<file path="config.mk">
export PLATFORM = sky130hd
export DESIGN_NAME = pulse_accum
export DESIGN_NICKNAME = d
export VERILOG_FILES = /design/src/hdl/pulse_accum_pkg.sv /design/src/hdl/pin_sync.sv /design/src/hdl/prescale_tick.sv /design/src/hdl/pulse_accum.sv
export SDC_FILE = /design/constraint.sdc
export NUM_CORES = 1
export LEC_CHECK = 0
export ABC_CLOCK_PERIOD_IN_PS = 1900
export BUFFER_PORTS_ARGS = -buffer_cell sky130_fd_sc_hd__buf_2
export CAP_MARGIN = 20
export CORE_MARGIN = 5
export CORE_UTILIZATION = 50
export DETAILED_ROUTE_END_ITERATION = 12
export PLACE_DENSITY_LB_ADDON = 0.25
export SYNTH_ARGS = -nofsm -noshare
export SYNTH_HDL_FRONTEND = slang
export SYNTH_HIERARCHICAL = 1
export SYNTH_SLANG_ARGS = --single-unit
</file>
<file path="constraint.sdc">
create_clock -name core_clk_i -period 1.9 [get_ports core_clk_i]
set_input_delay 0.095 -clock core_clk_i [delete_from_list [all_inputs] [get_ports core_clk_i]]
set_output_delay 0.095 -clock core_clk_i [all_outputs]
set_load 0.02 [all_outputs]
</file>
<file path="src/hdl/pulse_accum_pkg.sv">
// constants and register map of the pulse accumulator
// Operation
// enable bit 6 turns the whole accumulator on or off
// accumulator enable works regardless of the timer master enable
// mode bit 5 picks event counting or gated time accumulation when enabled
// event mode counts falling edges when edge bit 4 is 0, rising when 1
// gated mode counts div-64 ticks during active level; trailing edge sets input flag
// overflow flag set when the counter wraps from all ones to zero
// overflow flag requests interrupt only while its enable bit is set
// input flag requests interrupt only while its enable bit is set
// div-64 tick comes from timer prescaler; no tick while timer is off
// source holds each pulse longer than two bus clocks
// software frees the shared pin from channel 7 output logic first
// counter holds edges or ticks accumulated since last reset
// flags stay set until software writes one; clearing drops the request
package pulse_accum_pkg;
  // ***********************************
  // register byte addresses
  // ***********************************
  localparam logic [7:0] ADDR_CONTROL = 8'h00;
  localparam logic [7:0] ADDR_FLAGS = 8'h04;
  localparam logic [7:0] ADDR_COUNTER = 8'h08;
  localparam logic [7:0] ADDR_TIMER = 8'h0C;
  // ***********************************
  // control and flag field positions
  // ***********************************
  localparam int CTL_EN_BIT = 6;
  localparam int CTL_MODE_BIT = 5;
  localparam int CTL_EDGE_BIT = 4;
  localparam int CTL_OVI_BIT = 1;
  localparam int CTL_PAI_BIT = 0;
  localparam logic [7:0] CTL_WMASK = 8'h73;
  localparam int FLG_OVF_BIT = 1;
  localparam int FLG_IF_BIT = 0;
  // ***********************************
  // reset values and counts
  // ***********************************
  localparam logic [7:0] CONTROL_RESET = 8'h00;
  localparam logic [15:0] COUNTER_RESET = 16'h0000;
  localparam logic [15:0] COUNTER_MAX = 16'hFFFF;
  localparam int PRESCALE_DIV = 64;
  localparam logic [5:0] PRESCALE_LAST = 6'(PRESCALE_DIV - 1);
endpackage : pulse_accum_pkg

</file>
<file path="src/hdl/pin_sync.sv">
// three-stage synchroniser with agreement filter for the accumulator pin
`timescale 1ns/10ps
module pin_sync (
  input wire logic core_clk_i,
  input wire logic srst_i,
  input wire logic pin_i,
  output logic level_o
);
  logic [2:0] stage;
  logic [2:0] next_stage;
  logic level;
  logic next_level;

  always_comb begin
    next_stage = {stage[1:0], pin_i};
    // only stages two and three are compared; stage one feeds stage two alone
    next_level = (stage[1] == stage[2]) ? stage[1] : level;
    if (srst_i) begin
      next_stage = 3'h0;
      next_level = 1'b0;
    end
  end

  always_ff @(posedge core_clk_i) begin
    stage <= next_stage;
    level <= next_level;
  end

  assign level_o = level;
endmodule : pin_sync

</file>
<file path="src/hdl/prescale_tick.sv">
// timer prescaler producing the bus-clock-divided-by-64 tick
`timescale 1ns/10ps
module prescale_tick (
  input wire logic core_clk_i,
  input wire logic srst_i,
  input wire logic run_i,
  output logic tick_o
);
  logic [5:0] count;
  logic [5:0] next_count;
  logic tick;
  logic next_tick;

  always_comb begin
    next_count = count;
    next_tick = 1'b0;
    if (run_i) begin
      next_count = 6'(count + 6'h01);
      next_tick = (count == pulse_accum_pkg::PRESCALE_LAST);
    end
    if (srst_i) begin
      next_count = 6'h00;
      next_tick = 1'b0;
    end
  end

  always_ff @(posedge core_clk_i) begin
    count <= next_count;
    tick <= next_tick;
  end

  assign tick_o = tick;
endmodule : prescale_tick

</file>
<file path="src/hdl/pulse_accum.sv">
// 16-bit pulse accumulator with apb register access
`timescale 1ns/10ps
module pulse_accum (
  input wire logic core_clk_i,
  input wire logic srst_i,
  input wire logic psel,
  input wire logic penable,
  input wire logic pwrite,
  input wire logic [7:0] paddr,
  input wire logic [31:0] pwdata,
  output logic [31:0] prdata,
  output logic pready,
  output logic pslverr,
  input wire logic shared_channel_seven_pin_i,
  output logic irq_o
);
  // ***********************************
  // register state
  // ***********************************
  logic [7:0] accum_control;
  logic [7:0] next_accum_control;
  logic [15:0] accum_counter;
  logic [15:0] next_accum_counter;
  logic accum_overflow_flag;
  logic next_accum_overflow_flag;
  logic accum_input_flag;
  logic next_accum_input_flag;
  logic timer_master_enable;
  logic next_timer_master_enable;
  logic pin_prev;
  logic next_pin_prev;
  logic [31:0] rdata;
  logic [31:0] next_rdata;
  logic ready;
  logic next_ready;
  logic slverr;
  logic next_slverr;
  logic irq;
  logic next_irq;

  logic pin_level;
  logic tick;
  logic enabled;
  logic gated;
  logic edge_sel;
  logic rise;
  logic fall;
  logic active_edge;
  logic active_level;
  logic trailing_edge;
  logic inc;
  logic wr;
  logic rd;

  function automatic logic hit(input logic [7:0] a, input logic [7:0] r);
    hit = (a == r);
  endfunction : hit

  pin_sync u_sync (
    .core_clk_i(core_clk_i),
    .srst_i(srst_i),
    .pin_i(shared_channel_seven_pin_i),
    .level_o(pin_level)
  );

  prescale_tick u_presc (
    .core_clk_i(core_clk_i),
    .srst_i(srst_i),
    .run_i(timer_master_enable),
    .tick_o(tick)
  );

  // ***********************************
  // counting decisions
  // ***********************************
  always_comb begin
    enabled = accum_control[pulse_accum_pkg::CTL_EN_BIT];
    gated = accum_control[pulse_accum_pkg::CTL_MODE_BIT];
    edge_sel = accum_control[pulse_accum_pkg::CTL_EDGE_BIT];
    rise = pin_level & ~pin_prev;
    fall = ~pin_level & pin_prev;
    active_edge = edge_sel ? rise : fall;
    active_level = edge_sel ? ~pin_level : pin_level;
    // trailing edge of the active level is the opposite of the level's start
    trailing_edge = edge_sel ? rise : fall;
    inc = enabled & (gated ? (active_level & tick) : active_edge);
    wr = psel & penable & pwrite & ~ready;
    rd = psel & penable & ~pwrite & ~ready;
  end

  // ***********************************
  // registers and flags
  // ***********************************
  always_comb begin
    next_accum_control = accum_control;
    next_accum_counter = accum_counter;
    next_accum_overflow_flag = accum_overflow_flag;
    next_accum_input_flag = accum_input_flag;
    next_timer_master_enable = timer_master_enable;
    next_pin_prev = pin_level;
    if (wr && hit(paddr, pulse_accum_pkg::ADDR_CONTROL)) begin
      next_accum_control = pwdata[7:0] & pulse_accum_pkg::CTL_WMASK;
    end
    if (wr && hit(paddr, pulse_accum_pkg::ADDR_TIMER)) begin
      next_timer_master_enable = pwdata[0];
    end
    if (wr && hit(paddr, pulse_accum_pkg::ADDR_FLAGS)) begin
      // write one to clear; a same-cycle event below wins
      if (pwdata[pulse_accum_pkg::FLG_OVF_BIT]) begin
        next_accum_overflow_flag = 1'b0;
      end
      if (pwdata[pulse_accum_pkg::FLG_IF_BIT]) begin
        next_accum_input_flag = 1'b0;
      end
    end
    if (wr && hit(paddr, pulse_accum_pkg::ADDR_COUNTER)) begin
      next_accum_counter = pwdata[15:0];
    end else if (inc) begin
      next_accum_counter = 16'(accum_counter + 16'h0001);
      if (accum_counter == pulse_accum_pkg::COUNTER_MAX) begin
        next_accum_overflow_flag = 1'b1;
      end
    end
    if (enabled && gated && trailing_edge) begin
      next_accum_input_flag = 1'b1;
    end
    if (srst_i) begin
      next_accum_control = pulse_accum_pkg::CONTROL_RESET;
      next_accum_counter = pulse_accum_pkg::COUNTER_RESET;
      next_accum_overflow_flag = 1'b0;
      next_accum_input_flag = 1'b0;
      next_timer_master_enable = 1'b0;
      next_pin_prev = 1'b0;
    end
  end

  // ***********************************
  // apb answer and interrupt
  // ***********************************
  always_comb begin
    next_ready = psel & penable & ~ready;
    next_slverr = 1'b0;
    next_rdata = 32'h0000_0000;
    if (rd) begin
      case (paddr)
        pulse_accum_pkg::ADDR_CONTROL: begin
          next_rdata = {24'h000000, accum_control};
        end
        pulse_accum_pkg::ADDR_FLAGS: begin
          next_rdata = {30'h0000_0000, accum_overflow_flag, accum_input_flag};
        end
        pulse_accum_pkg::ADDR_COUNTER: begin
          next_rdata = {16'h0000, accum_counter};
        end
        pulse_accum_pkg::ADDR_TIMER: begin
          next_rdata = {31'h0000_0000, timer_master_enable};
        end
        default: begin
          next_slverr = 1'b1;
        end
      endcase
    end
    if (wr && !(hit(paddr, pulse_accum_pkg::ADDR_CONTROL)
        || hit(paddr, pulse_accum_pkg::ADDR_FLAGS)
        || hit(paddr, pulse_accum_pkg::ADDR_COUNTER)
        || hit(paddr, pulse_accum_pkg::ADDR_TIMER))) begin
      next_slverr = 1'b1;
    end
    // irq follows the flags registered this edge, so a cleared flag drops it
    next_irq = (next_accum_overflow_flag & next_accum_control[pulse_accum_pkg::CTL_OVI_BIT])
      | (next_accum_input_flag & next_accum_control[pulse_accum_pkg::CTL_PAI_BIT]);
    if (srst_i) begin
      next_ready = 1'b0;
      next_slverr = 1'b0;
      next_rdata = 32'h0000_0000;
      next_irq = 1'b0;
    end
  end

  always_ff @(posedge core_clk_i) begin
    accum_control <= next_accum_control;
    accum_counter <= next_accum_counter;
    accum_overflow_flag <= next_accum_overflow_flag;
    accum_input_flag <= next_accum_input_flag;
    timer_master_enable <= next_timer_master_enable;
    pin_prev <= next_pin_prev;
    rdata <= next_rdata;
    ready <= next_ready;
    slverr <= next_slverr;
    irq <= next_irq;
  end

  assign prdata = rdata;
  assign pready = ready;
  assign pslverr = slverr;
  assign irq_o = irq;
endmodule : pulse_accum

</file>
Word-level counts from Yosys, hierarchy flattened:

Index checks and enable logic that the tools add are counted.

* magnitude comparators: 0
* multiply operators: 0
* bitwise logic cells: 19
* mux-type cells: 21
* reduce and logical (&&, ||, !) cells: 16
* div/mod/pow operators: 0
* equal/unequal tests: 6
* shifts and indexed selects: 0
* add/sub/neg operators: 2

Operators by type and width (number)
* $pmux 16 s4: 1
* $mux 16: 2
* $add 16x1->16 const B: 1
* $eq 16x16->1 const B: 1
* $eq 8x4->1 const B: 2
* $mux 1: 16
* $and 1x1->1: 12
* $eq 8x3->1 const B: 1
* $logic_not 8->1: 1
* $logic_and 1x1->1: 7
* $add 6x1->6 const B: 1
* $eq 6x6->1 const B: 1
* $not 1->1: 6
* $mux 2: 2
* $reduce_or 2->1: 2
* $reduce_or 4->1: 1
* $logic_or 1x1->1: 3
* $reduce_bool 2->1: 1
* $eq 1x1->1: 1
* $logic_not 1->1: 1
* $or 1x1->1: 1

* flip-flop bits (word level): 71
* memory bits (writable): 0
* latch bits: 0
* output and inout bits: 35
* memories: 0
* bits in read-only memories: 0

Longest topological paths before layout:

* depth after elaboration: 11
* mapped depth: 7
* depth with buffers taken out: 6

Modules after synthesis:

The synthesis kept the hierarchy.

Modules (own cells, without submodules)
* pulse_accum: sequential area each 880.8 sq um, area each 2054.5 sq um, times used 1, cells an instance 217
* prescale_tick: sequential area each 140.1 sq um, area each 274.0 sq um, times used 1, cells an instance 28
* pin_sync: sequential area each 80.1 sq um, area each 112.6 sq um, times used 1, cells an instance 10

Worst setup path after synthesis:

OpenSTA, ideal clock, no wires.

* path type: register to register
* start point: register ready, in the netlist pready
* end point: register irq, in the netlist irq_o
* period minus slack after synthesis: 1.739 ns
* stages on the path, launching flop included: 8
* path slack: 0.161 ns
* data arrival time: 1.622 ns
* required time: 1.783 ns
* path buffers: 2
* path through: dfxtp_1 and4b_1 clkbuf_1 and4bb_2 buf_6 mux2i_1 nor2_1 a22o_1

RTL lines
* start, declared: RTL line pulse_accum.sv:34 `logic ready;`
* start signal, assigned: RTL line pulse_accum.sv:188 `ready <= next_ready;`
* $not 1->1: RTL line pulse_accum.sv:87 `wr = psel & penable & pwrite & ~ready;`
* $and 1x1->1: RTL line pulse_accum.sv:87
* $logic_and 1x1->1: RTL line pulse_accum.sv:101 `if (wr && hit(paddr, pulse_accum_pkg::ADDR_CONTROL)) begin`
* $mux 2: RTL line pulse_accum.sv:101
* $mux 2: RTL line pulse_accum.sv:127 `if (srst_i) begin`
* net next_accum_control[1]: RTL line pulse_accum.sv:21 `logic [7:0] next_accum_control;`
* $and 1x1->1: RTL line pulse_accum.sv:170 `next_irq = (next_accum_overflow_flag & next_accum_control[pulse_accum_pkg::CTL_OVI_BIT])`
* $or 1x1->1: RTL line pulse_accum.sv:171 `| (next_accum_input_flag & next_accum_control[pulse_accum_pkg::CTL_PAI_BIT]);`
* end signal, assigned: RTL line pulse_accum.sv:190 `irq <= next_irq;`
* end, declared: RTL line pulse_accum.sv:38 `logic irq;`

The timed path passes the listed nets, and every way through them passes these cells.
A chain may end at the register's enable or synchronous reset.

Worst setup path after layout:

* start point: register u_sync.level, in the netlist u_sync/level_o
* end point: register irq, in the netlist irq_o

* longest elaborated chain between the ends: 10

Ends and longest elaborated chain
* start, declared: RTL line pin_sync.sv:11 `logic level;`
* start signal, assigned: RTL line pin_sync.sv:26 `level <= next_level;`
* $not 1->1: RTL line pulse_accum.sv:81, pulse_accum.sv:83
* $and 1x1->1 / $mux 1 (equally long branches): RTL line pulse_accum.sv:81, pulse_accum.sv:83
* $mux 1 / $and 1x1->1 (equally long branches): RTL line pulse_accum.sv:82, pulse_accum.sv:85, pulse_accum.sv:86
* $mux 1: RTL line pulse_accum.sv:86 `inc = enabled & (gated ? (active_level & tick) : active_edge);`
* $and 1x1->1: RTL line pulse_accum.sv:86
* $mux 1: RTL line pulse_accum.sv:118 `end else if (inc) begin`
* $mux 1: RTL line pulse_accum.sv:116 `if (wr && hit(paddr, pulse_accum_pkg::ADDR_COUNTER)) begin`
* $mux 1: RTL line pulse_accum.sv:127
* $and 1x1->1: RTL line pulse_accum.sv:170
* $or 1x1->1 *: RTL line pulse_accum.sv:171

Every way passes the cells marked *; elsewhere a longest branch is shown, timed or not.

==> results.toml <==
[status]
outcome = "completed"

[drt]
via_per_inst = 5.034
vias = 1918
detail_route.wl_per_cell_um = 13.09
finalWirelength_um = 4986
drc_errors = 0
antenna_left = 0
dr.pass1.iters = 4
drt-initial-drc-count = 122

[synthesis]
synthDistinctLibCells = 43
ys_async_sr_fraction_pct = 0
synth_warnings = 6
ys_seq_area_share_pct = 45.11
syn_avg_cell_area_um2 = 9.573
syn-instance-count = 255
synth-edff-count = 0
synth_seq_cells = 55
synth_top_flop_cell = "dfxtp_1"
syn_area_um2 = 2441

[die]
die_y_um = 79.87
fp-row-count = 25
die_w_um = 79.87
io_pins = 81
start_util_pct = 51.68
die-area_um2 = 6379
core_um2 = 4723

[sta]
setup_ws_ns = 0.08655
rsz0062_at_grt = "false"
final_max_slew_viol_count = 0
fin_crit_ns = 1.813
hold_viol_final = 0
setup_violations = 0
period_share_pct = 95.44
whs_ns = 0.03448
tns_ns = 0
skew_ns = 0.008379
max_freq_mhz = 551.4

[setup_path]
critPathMaxStageDelay_ns = 0.53
r2r_slack_ns = 0.09
crit_chain = "and2_1 > mux4_2 > and3_1 > a41o_1 > a22o_1"
crit_arrival_ns = 2.02
slowest_stage = "mux4_2"
cp-start-kind = "flip-flop"
crit_start = "u_sync/level_o$_SDFFE_PP0N_"
reg2reg_depth = 5
crit_type = "flip-flop to flip-flop"
r2r_end = "irq_o$_SDFF_PP0_"
reg2reg_from = "u_sync/level_o$_SDFFE_PP0N_"
cp.required_ns = 2.11
cp-endpoint = "irq_o$_SDFF_PP0_"
cp-end-kind = "flip-flop"
cp_max_fo = 7

[place]
dpl.cell_count = 372
pre_cts_ws_ns = 0.09309
placed_area_um2 = 2751
portBuffers = 48
dpl.hpwl_um = 3665
place_congestion = 0.8269

[power]
p_leak_nw = 1.326
vdd_ir_drop_max_mv = 0.3676
power_mw = 2.165
power.density_nw_per_um2 = 748.1

[clocking]
clock_latency_ns = 0.31
clock_path_buffers = 2
post_cts_buffers = 0
cts_buffers = 5
h-tree-depth = 2
cts_tree = "yes"
cts.clk_slew.worst_paths_ns = 0.10
clock_sinks = 55
clock-root-buffer = "clkbuf_8"

[global_routing]
grt_usage_pct = 16.09
grt.overflow.total = 0
grt_max_degree = 33
grt_antenna_before_repair = 0
grt_pass1_vias = 1708
grt_pass1_wl_um = 8004

[finish]
drive_above_1_share_pct = 24.52
final_cell_area_um2 = 2894
diodes = 0
finalNonFillerCells = 381
nNetsFinal = 361
syn2layout_area_growth_pct = 18.55
fin_util_pct = 61.27

[hold_path]
holdCritPathClass = "input port to flip-flop"

[flow_run]
maxCapViolCount = 0
cells by family (layout without fill, tap and decap cells):
kind of cell / count (synthesis) / in the layout / share of synthesized area, %
muxes: 14 / 14 / 6.817
adders and majority gates: 2 / 2 / 1.025
xor gates and xnor gates: 16 / 16 / 5.741
and+or+nand+nor: 107 / 107 / 24.70
DFF: 55 / 55 / 45.11
other: 1 / 16 / 0.1536
buffers and inverters: 31 / 75 / 7.791
AOI/OAI and AO/OA: 29 / 29 / 8.663
layer usage:
metal / vias up / routed length (µm) / global-route usage [%]
met5: - / 0 / 0
met4: 0 / 99 / 6.757
met3: 7 / 276 / 4.176
met2: 48 / 2324 / 25.54
met1: 893 / 2285 / 20.66
li1: 970 / - / -
how the worst min path moves through the flow:
stage	from	endpoint	cells past startpoint
2_1_floorplan	srst_i	u_presc/count[5]$_SDFFE_PP0P_	1
3_3_place_gp	shared_channel_seven_pin_i	u_sync/stage[0]$_SDFF_PP0_	2
3_5_place_dp	shared_channel_seven_pin_i	u_sync/stage[0]$_SDFF_PP0_	2
4_1_cts	pwdata[10]	accum_counter[10]$_SDFFE_PP0P_	3
5_1_grt	pwdata[10]	accum_counter[10]$_SDFFE_PP0P_	3
6_report	pwdata[10]	accum_counter[10]$_SDFFE_PP0P_	3
area by class of cell:
| cell class | instances | area [µm²] |
|---|---|---|
| inverter | 4 | 15.01 |
| tap | 67 | 83.83 |
| multi-input combinational | 184 | 1206 |
| sequential | 55 | 1101 |
| fill | 420 | 1829 |
| clock inverter | 2 | 60.06 |
| timing repair buffer | 63 | 355.3 |
| clock buffer | 6 | 72.57 |
synthesized netlist by cell type, drive strengths merged (8+ instances only):
master   n  area share (%)
nand4    8             2.3
xor2    14             5.0
and2    16             4.1
nor2    31             4.8
dfxtp   55              45
nor2b    9             2.3
and3    10             2.6
mux2i   11             4.5
nand3    9             1.8
a211oi  12             3.7
buf     22             6.4
nand2   11             1.7
what timing repair did:
action                    in CTS  in global routing
hold buffers                   1                  0
hold endpoints to repair       1                  0
resized for setup              0                  0
sequential cells by signal, summed over array words and instances (netlist names), 3 cells and up:
register       cells
accum_control      5
accum_counter     16
prdata            16
u_presc/count      6
u_sync/stage       3
critical path: cells and delay by family (launching register included):
family	cells	cell delay (ns)
AO/OA/AOI/OAI	2	0.47
multiplexers	1	0.53
AND/OR/NAND/NOR	2	0.36
flip-flops	1	0.36
where the power goes:
group          leakage (nW)  total, mW  switching (mW)  internal (mW)
clock                0.0654      0.897           0.370          0.527
combinational         0.817      0.110          0.0724         0.0378
sequential            0.444       1.16         0.00177           1.16
total                  1.33       2.16           0.444           1.72
cell usage in the layout, fill, tap and decap left out, types with 2 or more instances in the layout:
cell type	n
nand2b_1	2
dfxtp_1	55
nand4_1	7
buf_4	14
xnor2_1	2
a21oi_1	2
inv_1	4
nand2_1	11
mux4_2	2
a311oi_1	2
nor2b_1	9
nor3_1	2
a31oi_1	2
ha_1	2
bufinv_16	2
and3_1	10
or3_1	2
a211oi_1	12
clkbuf_8	5
xor2_1	14
nor2_1	31
o21ai_0	4
buf_2	48
nand3_1	9
and2_1	16
conb_1	16
mux2i_1	11
Note: power is estimated with default switching activity, not from simulation.
